**src/shared/igc_defs.svh**
```systemverilog
// Constants for the interrupt and general control register
// Behaviour
// RULE1 - The control register is one 16-bit I/O port location decoded at port 0x38.
// RULE2 - The low eight bits are the service enable mask; a set bit lets its interrupt be serviced.
// RULE3 - Mask bit 0 is interrupt zero (highest priority) up to bit 7, interrupt seven (lowest).
// RULE4 - Bit 0 is converter timer underflow, bits 1 and 2 the timer underflows, bit 5 port fall.
// RULE5 - While reset is asserted the whole register is held at zero.
// RULE6 - Bits 8 and 9 pick each timer's clock: clear is half master clock, set is oscillator.
// RULE7 - Bits 10 and 11 run the first and second timer; one starts, zero stops.
// RULE8 - Bit 12 engages the pull-ups on all eight dedicated input pins together.
// RULE9 - Bit 13 picks the pulse-density clock: clear is half master clock, set is full rate.
// RULE10 - Bit 14 arms asynchronous wake from interrupts during sleep.
// RULE11 - Software sets the wake arm bit before idling if the master clock will stop.
// RULE12 - Bit 15 enables the comparator and switches related inputs to comparator mode.
// RULE13 - A flag is set on its trigger; if its mask bit is set it is serviced and cleared.
// RULE14 - With the comparator on, interrupt six fires on a rise, seven on a fall that may start timer one.
// RULE15 - A port write updates all 16 bits in one cycle and a read returns all 16 bits.
`ifndef IGC_DEFS_SVH
`define IGC_DEFS_SVH
`define IGC_ADDR_W        8
`define IGC_CTRL_ADDR     8'h38
`define IGC_FLAG_ADDR     8'h39
`define IGC_CTRL_RESET    16'h0000
`define IGC_NUM_IRQ       8
`define IGC_IRQ_SIX       3'h6
`define IGC_IRQ_SEVEN     3'h7
`define IGC_BIT_T1_CLK    8
`define IGC_BIT_T2_CLK    9
`define IGC_BIT_T1_RUN    10
`define IGC_BIT_T2_RUN    11
`define IGC_BIT_PULLUP    12
`define IGC_BIT_PDM       13
`define IGC_BIT_WAKE      14
`define IGC_BIT_COMP      15
`endif

```
**src/shared/igc_pkg.sv**
```systemverilog
// Types shared by the interrupt and general control register
`default_nettype none
package igc_pkg;
	typedef struct packed {
		logic       comp_enable;
		logic       async_wake_arm;
		logic       pdm_rate_select;
		logic       input_pullup_on;
		logic       second_timer_run;
		logic       first_timer_run;
		logic       second_timer_clk_sel;
		logic       first_timer_clk_sel;
		logic [7:0] service_enable_mask;
	} igc_ctrl_type;
	typedef struct packed {
		logic       comp_out;
		logic       pin4;
		logic       pin5;
	} igc_pins_type;
endpackage
`default_nettype wire

```
**src/hw/igc_ctrl.sv**
```systemverilog
// Interrupt and general control register with its flag logic
`include "igc_defs.svh"
`default_nettype none
module igc_ctrl
	import igc_pkg::*;
(
	// Clock, reset, enable
	input  wire logic                   mclk_in,
	input  wire logic                   srst_in,
	input  wire logic                   ce_in,
	// I/O port bus
	input  wire logic [`IGC_ADDR_W-1:0] port_addr_in,
	input  wire logic                   port_wr_in,
	input  wire logic                   port_rd_in,
	input  wire logic [15:0]            port_wdata_in,
	output logic      [15:0]            port_rdata_out,
	// Interrupt trigger sources
	input  wire logic                   converter_timer_underflow_irq_in,
	input  wire logic                   first_timer_underflow_irq_in,
	input  wire logic                   second_timer_underflow_irq_in,
	input  wire logic [1:0]             pin_edge_irq_in,
	input  wire logic                   input_port_fall_irq_in,
	input  wire igc_pins_type           pins_in,
	// Control outputs
	output igc_ctrl_type                ctrl_out,
	output logic                        first_timer_active_out,
	output logic [7:0]                  interrupt_flag_out,
	output logic [7:0]                  service_out
);

	// ******************************
	// Decode
	// ******************************
	igc_ctrl_type ctrl;
	igc_pins_type pins_prev;
	logic [7:0]   flags;
	logic         t1_cmp_run;
	wire          wr_ctrl = port_wr_in && (port_addr_in == `IGC_CTRL_ADDR); // [RULE1]
	wire          wr_flag = port_wr_in && (port_addr_in == `IGC_FLAG_ADDR);
	wire          rd_ctrl = port_rd_in && (port_addr_in == `IGC_CTRL_ADDR);
	wire          rd_flag = port_rd_in && (port_addr_in == `IGC_FLAG_ADDR);

	// ******************************
	// Comparator edges
	// ******************************
	// Comparator mode takes both edges from the comparator output
	wire rise6 = ctrl.comp_enable ? (pins_in.comp_out && !pins_prev.comp_out)
	                              : (pins_in.pin4 && !pins_prev.pin4); // [RULE12] [RULE14]
	wire fall7 = ctrl.comp_enable ? (!pins_in.comp_out && pins_prev.comp_out)
	                              : (!pins_in.pin5 && pins_prev.pin5); // [RULE12] [RULE14]

	// Bit order sets priority: bit 0 is the most urgent source
	wire [7:0] events = {fall7, rise6, input_port_fall_irq_in, pin_edge_irq_in,
	                     second_timer_underflow_irq_in, first_timer_underflow_irq_in,
	                     converter_timer_underflow_irq_in}; // [RULE3] [RULE4]

	// ******************************
	// Flags and service
	// ******************************
	wire [7:0] serve       = events & ctrl.service_enable_mask; // [RULE2]
	wire [7:0] flag_base   = wr_flag ? port_wdata_in[7:0] : flags;
	// Unserviced events win over a software clear in the same cycle
	wire [7:0] next_flags  = (flag_base | (events & ~ctrl.service_enable_mask))
	                         & ~serve; // [RULE13]

	// Comparator falling edge starts timer one only while its run bit is clear
	wire next_t1_cmp = ctrl.comp_enable && !ctrl.first_timer_run &&
	                   ((fall7 && !rise6) || (t1_cmp_run && !rise6)); // [RULE14]
	igc_ctrl_type next_ctrl;
	assign next_ctrl = wr_ctrl ? igc_ctrl_type'(port_wdata_in) : ctrl; // [RULE15]

	// Run bit comes from the value being written, so a start shows in the same cycle as the run bit
	wire next_t1_act = next_ctrl.first_timer_run || next_t1_cmp; // [RULE7]

	// ******************************
	// Registers
	// ******************************
	always_ff @(posedge mclk_in) begin
		if (srst_in) begin
			ctrl <= igc_ctrl_type'(`IGC_CTRL_RESET); // [RULE5]
			pins_prev <= '0;
			t1_cmp_run <= 1'b0;
			first_timer_active_out <= 1'b0;
			service_out <= 8'h00;
			port_rdata_out <= 16'h0000;
		end else if (ce_in) begin
			ctrl <= next_ctrl;
			pins_prev <= pins_in;
			t1_cmp_run <= next_t1_cmp;
			first_timer_active_out <= next_t1_act;
			service_out <= serve;
			if (rd_ctrl) begin
				port_rdata_out <= ctrl; // [RULE15]
			end else if (rd_flag) begin
				port_rdata_out <= {8'h00, flags};
			end else begin
				port_rdata_out <= 16'h0000;
			end
		end
	end

	// Flags survive reset, as the flag register is not cleared by it
	always_ff @(posedge mclk_in) begin
		if (ce_in) begin
			flags <= next_flags;
		end
	end

	// Every field leaves straight from the register flops
	assign ctrl_out = ctrl; // [RULE6] [RULE8] [RULE9] [RULE10] [RULE12]
	assign interrupt_flag_out = flags;

	// ******************************
	// Checks
	// ******************************
	property p_write;
		@(posedge mclk_in) disable iff (srst_in)
		(ce_in && wr_ctrl) |=> (ctrl_out == $past(port_wdata_in));
	endproperty
	a_write: assert property (p_write) else $error("control write not stored"); // [RULE15]

	property p_decode;
		@(posedge mclk_in) disable iff (srst_in)
		(ce_in && port_wr_in && port_addr_in != `IGC_CTRL_ADDR) |=> $stable(ctrl_out);
	endproperty
	a_decode: assert property (p_decode) else $error("foreign address changed control"); // [RULE1]

	property p_reset;
		@(posedge mclk_in) srst_in |=> (ctrl_out == 16'h0000);
	endproperty
	a_reset: assert property (p_reset) else $error("control not cleared by reset"); // [RULE5]

	property p_read;
		@(posedge mclk_in) disable iff (srst_in)
		(ce_in && rd_ctrl) |=> (port_rdata_out == $past(ctrl_out));
	endproperty
	a_read: assert property (p_read) else $error("read data wrong"); // [RULE15]

	property p_serve;
		@(posedge mclk_in) disable iff (srst_in)
		(ce_in && converter_timer_underflow_irq_in && ctrl_out.service_enable_mask[0])
		|=> (service_out[0] && !interrupt_flag_out[0]);
	endproperty
	a_serve: assert property (p_serve) else $error("masked-in event not serviced"); // [RULE2]

	property p_pend;
		@(posedge mclk_in) disable iff (srst_in)
		(ce_in && input_port_fall_irq_in && !ctrl_out.service_enable_mask[5])
		|=> (interrupt_flag_out[5] && !service_out[5]);
	endproperty
	a_pend: assert property (p_pend) else $error("masked-out event lost or serviced"); // [RULE13]

	property p_pullup;
		@(posedge mclk_in) disable iff (srst_in)
		(ce_in && wr_ctrl) |=> (ctrl_out.input_pullup_on == $past(port_wdata_in[`IGC_BIT_PULLUP]));
	endproperty
	a_pullup: assert property (p_pullup) else $error("pull-up bit wrong"); // [RULE8]

	property p_t1start;
		@(posedge mclk_in) disable iff (srst_in)
		(ce_in && !wr_ctrl && ctrl.comp_enable && !ctrl.first_timer_run && fall7 && !rise6)
		|=> first_timer_active_out;
	endproperty
	a_t1start: assert property (p_t1start) else $error("comparator fall did not start timer"); // [RULE14]

	property p_t1run;
		@(posedge mclk_in) disable iff (srst_in)
		(ce_in && wr_ctrl && port_wdata_in[`IGC_BIT_T1_RUN]) |=> first_timer_active_out;
	endproperty
	a_t1run: assert property (p_t1run) else $error("run bit did not start timer"); // [RULE7]

	// ******************************
	// Field checks
	// ******************************
	property p_mask;
		@(posedge mclk_in) disable iff (srst_in)
		(ce_in && wr_ctrl) |=> (ctrl_out.service_enable_mask == $past(port_wdata_in[7:0]));
	endproperty
	a_mask: assert property (p_mask) else $error("mask field wrong"); // [RULE2]

	property p_clk1;
		@(posedge mclk_in) disable iff (srst_in)
		(ce_in && wr_ctrl) |=> (ctrl_out.first_timer_clk_sel == $past(port_wdata_in[`IGC_BIT_T1_CLK]));
	endproperty
	a_clk1: assert property (p_clk1) else $error("timer one clock select wrong"); // [RULE6]

	property p_clk2;
		@(posedge mclk_in) disable iff (srst_in)
		(ce_in && wr_ctrl) |=> (ctrl_out.second_timer_clk_sel == $past(port_wdata_in[`IGC_BIT_T2_CLK]));
	endproperty
	a_clk2: assert property (p_clk2) else $error("timer two clock select wrong"); // [RULE6]

	property p_run1;
		@(posedge mclk_in) disable iff (srst_in)
		(ce_in && wr_ctrl) |=> (ctrl_out.first_timer_run == $past(port_wdata_in[`IGC_BIT_T1_RUN]));
	endproperty
	a_run1: assert property (p_run1) else $error("timer one run bit wrong"); // [RULE7]

	property p_run2;
		@(posedge mclk_in) disable iff (srst_in)
		(ce_in && wr_ctrl) |=> (ctrl_out.second_timer_run == $past(port_wdata_in[`IGC_BIT_T2_RUN]));
	endproperty
	a_run2: assert property (p_run2) else $error("timer two run bit wrong"); // [RULE7]

	property p_pdm;
		@(posedge mclk_in) disable iff (srst_in)
		(ce_in && wr_ctrl) |=> (ctrl_out.pdm_rate_select == $past(port_wdata_in[`IGC_BIT_PDM]));
	endproperty
	a_pdm: assert property (p_pdm) else $error("pdm rate bit wrong"); // [RULE9]

	property p_wake;
		@(posedge mclk_in) disable iff (srst_in)
		(ce_in && wr_ctrl) |=> (ctrl_out.async_wake_arm == $past(port_wdata_in[`IGC_BIT_WAKE]));
	endproperty
	a_wake: assert property (p_wake) else $error("wake arm bit wrong"); // [RULE10]

	property p_comp;
		@(posedge mclk_in) disable iff (srst_in)
		(ce_in && wr_ctrl) |=> (ctrl_out.comp_enable == $past(port_wdata_in[`IGC_BIT_COMP]));
	endproperty
	a_comp: assert property (p_comp) else $error("comparator enable wrong"); // [RULE12]

	// ******************************
	// Bus, reset and event checks
	// ******************************
	property p_rd_flag;
		@(posedge mclk_in) disable iff (srst_in)
		(ce_in && rd_flag) |=> (port_rdata_out == {8'h00, $past(interrupt_flag_out)});
	endproperty
	a_rd_flag: assert property (p_rd_flag) else $error("flag read wrong"); // [RULE13]

	property p_rd_idle;
		@(posedge mclk_in) disable iff (srst_in)
		(ce_in && !port_rd_in) |=> (port_rdata_out == 16'h0000);
	endproperty
	a_rd_idle: assert property (p_rd_idle) else $error("read data not idle"); // [RULE15]

	property p_reset_out;
		@(posedge mclk_in)
		srst_in |=> (port_rdata_out == 16'h0000 && service_out == 8'h00 &&
		             !first_timer_active_out);
	endproperty
	a_reset_out: assert property (p_reset_out) else $error("outputs not cleared by reset"); // [RULE5]

	property p_ce_freeze;
		@(posedge mclk_in) disable iff (srst_in)
		!ce_in |=> ($stable(ctrl_out) && $stable(port_rdata_out) && $stable(service_out) &&
		            $stable(first_timer_active_out));
	endproperty
	a_ce_freeze: assert property (p_ce_freeze) else $error("state moved while disabled"); // [RULE15]

	property p_t1stop;
		@(posedge mclk_in) disable iff (srst_in)
		(ce_in && !wr_ctrl && !ctrl.first_timer_run && rise6)
		|=> !first_timer_active_out;
	endproperty
	a_t1stop: assert property (p_t1stop) else $error("comparator rise did not stop timer"); // [RULE14]

	property p_rise6;
		@(posedge mclk_in) disable iff (srst_in)
		(ce_in && ctrl.comp_enable && pins_in.comp_out && !pins_prev.comp_out)
		|=> (interrupt_flag_out[6] || service_out[6]);
	endproperty
	a_rise6: assert property (p_rise6) else $error("comparator rise missed"); // [RULE14]

	property p_fall7;
		@(posedge mclk_in) disable iff (srst_in)
		(ce_in && ctrl.comp_enable && !pins_in.comp_out && pins_prev.comp_out)
		|=> (interrupt_flag_out[7] || service_out[7]);
	endproperty
	a_fall7: assert property (p_fall7) else $error("comparator fall missed"); // [RULE14]

	property p_pin6;
		@(posedge mclk_in) disable iff (srst_in)
		(ce_in && !ctrl.comp_enable && pins_in.pin4 && !pins_prev.pin4)
		|=> (interrupt_flag_out[6] || service_out[6]);
	endproperty
	a_pin6: assert property (p_pin6) else $error("pin rise missed"); // [RULE12]

	property p_pin7;
		@(posedge mclk_in) disable iff (srst_in)
		(ce_in && !ctrl.comp_enable && !pins_in.pin5 && pins_prev.pin5)
		|=> (interrupt_flag_out[7] || service_out[7]);
	endproperty
	a_pin7: assert property (p_pin7) else $error("pin fall missed"); // [RULE12]

	property p_quiet;
		@(posedge mclk_in) disable iff (srst_in)
		(ce_in && events == 8'h00) |=> (service_out == 8'h00);
	endproperty
	a_quiet: assert property (p_quiet) else $error("service without event"); // [RULE2]

	property p_pri1;
		@(posedge mclk_in) disable iff (srst_in)
		(ce_in && first_timer_underflow_irq_in && ctrl.service_enable_mask[1])
		|=> (service_out[1] && !interrupt_flag_out[1]);
	endproperty
	a_pri1: assert property (p_pri1) else $error("interrupt one not on its bit"); // [RULE3]

	property p_flag_sw;
		@(posedge mclk_in) disable iff (srst_in)
		(ce_in && wr_flag && events == 8'h00)
		|=> (interrupt_flag_out == $past(port_wdata_in[7:0]));
	endproperty
	a_flag_sw: assert property (p_flag_sw) else $error("flag write not stored"); // [RULE13]

	property p_srv7;
		@(posedge mclk_in) disable iff (srst_in)
		(ce_in && ctrl.comp_enable && fall7 && ctrl.service_enable_mask[7])
		|=> service_out[7];
	endproperty
	a_srv7: assert property (p_srv7) else $error("interrupt seven not serviced"); // [RULE14]

endmodule
`default_nettype wire

```
**config.mk**
```make
export PLATFORM = sky130hd
export DESIGN_NAME = igc_ctrl
export DESIGN_NICKNAME = d
export VERILOG_FILES = /design/src/shared/igc_pkg.sv /design/src/hw/igc_ctrl.sv
export VERILOG_INCLUDE_DIRS = /design/src /design/src/shared
export SDC_FILE = /design/constraint.sdc
export NUM_CORES = 1
export LEC_CHECK = 0
export ABC_CLOCK_PERIOD_IN_PS = 2040
export BUFFER_PORTS_ARGS = -buffer_cell sky130_fd_sc_hd__buf_2
export CAP_MARGIN = 20
export CORE_UTILIZATION = 48
export CTS_CLUSTER_SIZE = 30
export DETAILED_ROUTE_END_ITERATION = 6
export PLACE_DENSITY = 0.75
export SYNTH_ARGS = -nofsm -noshare
export SYNTH_HDL_FRONTEND = slang
export SYNTH_SLANG_ARGS = --single-unit
export TNS_END_PERCENT = 5
```
**constraint.sdc**
```tcl
create_clock -name mclk_in -period 2.04 [get_ports mclk_in]
set_input_delay 0.306 -clock mclk_in [delete_from_list [all_inputs] [get_ports mclk_in]]
set_output_delay 0.306 -clock mclk_in [all_outputs]
set_load 0.01 [all_outputs]
```
==> results by group <==
Status
  • Status: complete, no violations

Synth
  • Ys Warns: 0
  • Mean Syn Cell Area: 9.66 µm²
  • Ys flop type: dfxtp_1
  • Register bit total from synthesis: 53
  • Post-Syn Nets: 265
  • FFs w/ async S/R, synth: 0%
  • Post-synth EDFFs: 8
  • Mapped Cells: 227
  • Seq/Total Area, Yosys: 52.1%
  • Yosys cell types: 29
  • Synthesized area: 2190 µm²

STA
  • Final setup vio count: 0
  • Max_slew headroom: 67.8%
  • Tcrit/Tclk final: 68.7%
  • Post-Route Skew: 6.26 ps
  • Least-Margin Pin Slew: 480 ps
  • Setup TNS: 0 ps
  • Highest clock rate: 714 MHz
  • Final Hold Viols: 0
  • Pins Over Slew Limit: 0
  • Tmin final: 1400 ps
  • Hold_ws: 228 ps
  • RSZ-0062 raised after global routing: false
  • Fin worst setup slack: 639 ps

Worst setup path
  • Setup CP Type: input pin to flip-flop
  • FF-to-FF path depth: 3
  • Crit Path Max Fanout: 7
  • Crit path capture type: flip-flop
  • Startpoint Class: input pin
  • Worst EP required: 2240 ps
  • Crit path DAT: 1600 ps

Power and ir drop
  • Pint: 1.53 mW
  • P_leak: 1.40 nW
  • Logic gate share of total power: 7.6%
  • VDD IR-drop max: 0.000536 V
  • Seq pwr share: 55.1%
  • Switch share: 22.0%
  • Clock power share: 37.3%
  • Pwr per Cell Area: 692 nW/µm²
  • Switch Pwr: 431 µW

CTS
  • Sink Count: 53
  • CTS max path bufs: 2
  • H-tree Lvls: 2
  • TritonCTS clock tree: yes
  • Root buf cell: clkbuf_8
  • Clock slew at reported path FFs: 100 ps
  • Skew-Pair Late Insertion Delay: 300 ps
  • TritonCTS Buffers: 5
  • # hold bufs at CTS: 0
  • Resized Gates After CTS: 0
  • Setup Fix Bufs, Post-CTS: 0

Run
  • Max-cap violations: 0

Route
  • Post-Route WL: 5210 µm
  • Via count: 1956
  • Routed Antenna Nets: 0
  • Via density per instance: 5.29
  • Drt drc: 0
  • Wire per inst: 14.1 µm
  • Iter 0 DRT Violations: 120
  • Iteration count of the initial detailed-routing pass: 4

Floorplan
  • Core ar.: 4380 µm²
  • I/O pin count: 87
  • # rows: 24
  • Die ar.: 4840 µm²
  • Die width: 69.6 µm
  • Starting density of the core: 50.0%
  • Die Y: 69.6 µm

Layout
  • Commonest non-fill, non-tap cell in the layout: buf_2
  • Diode count: 0
  • Layout Area Growth over Synthesis: 29.3%
  • Final core utilization: 64.6%
  • Nets@finish: 355
  • Most frequent cells in the layout: 86 x buf_2, 50 x nor2_1, 45 x dfxtp_1
  • Share of cells above drive strength 1: 34.3%

Placement
  • Dpl hpwl: 3750 µm
  • Port bufs: 86
  • Pre-CTS setup slack: 326 ps
  • Final GP Congestion: 0.761

Global route
  • Grt total ovfl: 0
  • First-pass GRT wire length: 8200 µm
  • Largest net degree at the start of global routing: 34
  • Vias in the first global route: 1752
  • Initial antenna violation count: 0
  • Overall Global Routing Usage: 21.4%

Worst hold path
  • Worst hold-check path type: input pin to flip-flop
  • Hold path cells: 3
-- final cells by class --
cell class / instances / area [µm²]
sequential: 53 / 1140
timing repair buffer: 97 / 513
inverter: 4 / 15.0
fill: 405 / 1550
clock inverter: 1 / 5.00
multi-input combinational: 156 / 976
tap: 52 / 65.1
clock buffer: 7 / 119
-- routing by layer --
metal	global-route usage [%]	part of all wire, %	vias to the layer above
met3	4.22	5.1	6
met5	0	0	-
met1	26.8	44	922
met2	35.7	49	57
met4	9.75	1.2	0
li1	-	-	971
-- kinds of logic (layout without fill, tap and decap cells) --
family,after synthesis,after routing,share of synthesized area [%]
simple gates,88,88,18.1
mux,34,34,15.5
flops,53,53,52.1
compound gates,34,34,10.7
buf+inv,18,109,3.65
-- worst paths after layout --
path                                        from  slack (ps)        endpoint
worst min register to register    service_out[4]         470  service_out[4]
worst max register to register      ctrl_out[15]         650       flip-flop
worst max-delay path             port_addr_in[6]         640     ctrl_out[0]
worst min-delay path            port_wdata_in[9]         230     ctrl_out[9]
-- critical path, stage by stage --
cell	delay (ps)
buf_2	90
nand4bb_1	210
or4_1	540
buf_4	210
mux2i_1	180
nor2_1	50
-- per-stage QoR --
step | area, µm² | power [mW] | instances
floorplan | 2190 | 1.18 | 227
global placement | 2710 | 1.25 | 362
detailed placement | 2710 | 1.25 | 362
CTS | 2830 | 1.97 | 370
global route | 2830 | 2.04 | 370
finish | 2830 | 1.96 | 370
-- cells in the mapped netlist, types with 3 or more instances --
cell	count	area share, %
nor3_1	3	0.68
dfxtp_1	45	41
o21ai_0	3	0.68
a2bb2oi_1	10	4.0
mux2i_1	34	16
clkbuf_1	10	1.7
nand3_1	8	1.8
nor2_1	50	8.6
nand2_1	15	2.6
edfxtp_1	8	11
a22oi_1	8	2.7
a21oi_1	10	2.3
-- power groups by stage --
| stage | clock (mW) | combinational [mW] | sequential [mW] |
|---|---|---|---|
| after floorplan | 0 | 0.0699 | 1.11 |
| after global placement | 0 | 0.149 | 1.10 |
| final | 0.732 | 0.149 | 1.08 |
| after global routing | 0.793 | 0.163 | 1.08 |
| after CTS | 0.741 | 0.150 | 1.08 |
| after detailed placement | 0 | 0.150 | 1.10 |
Note: power is estimated with default switching activity, not from simulation.
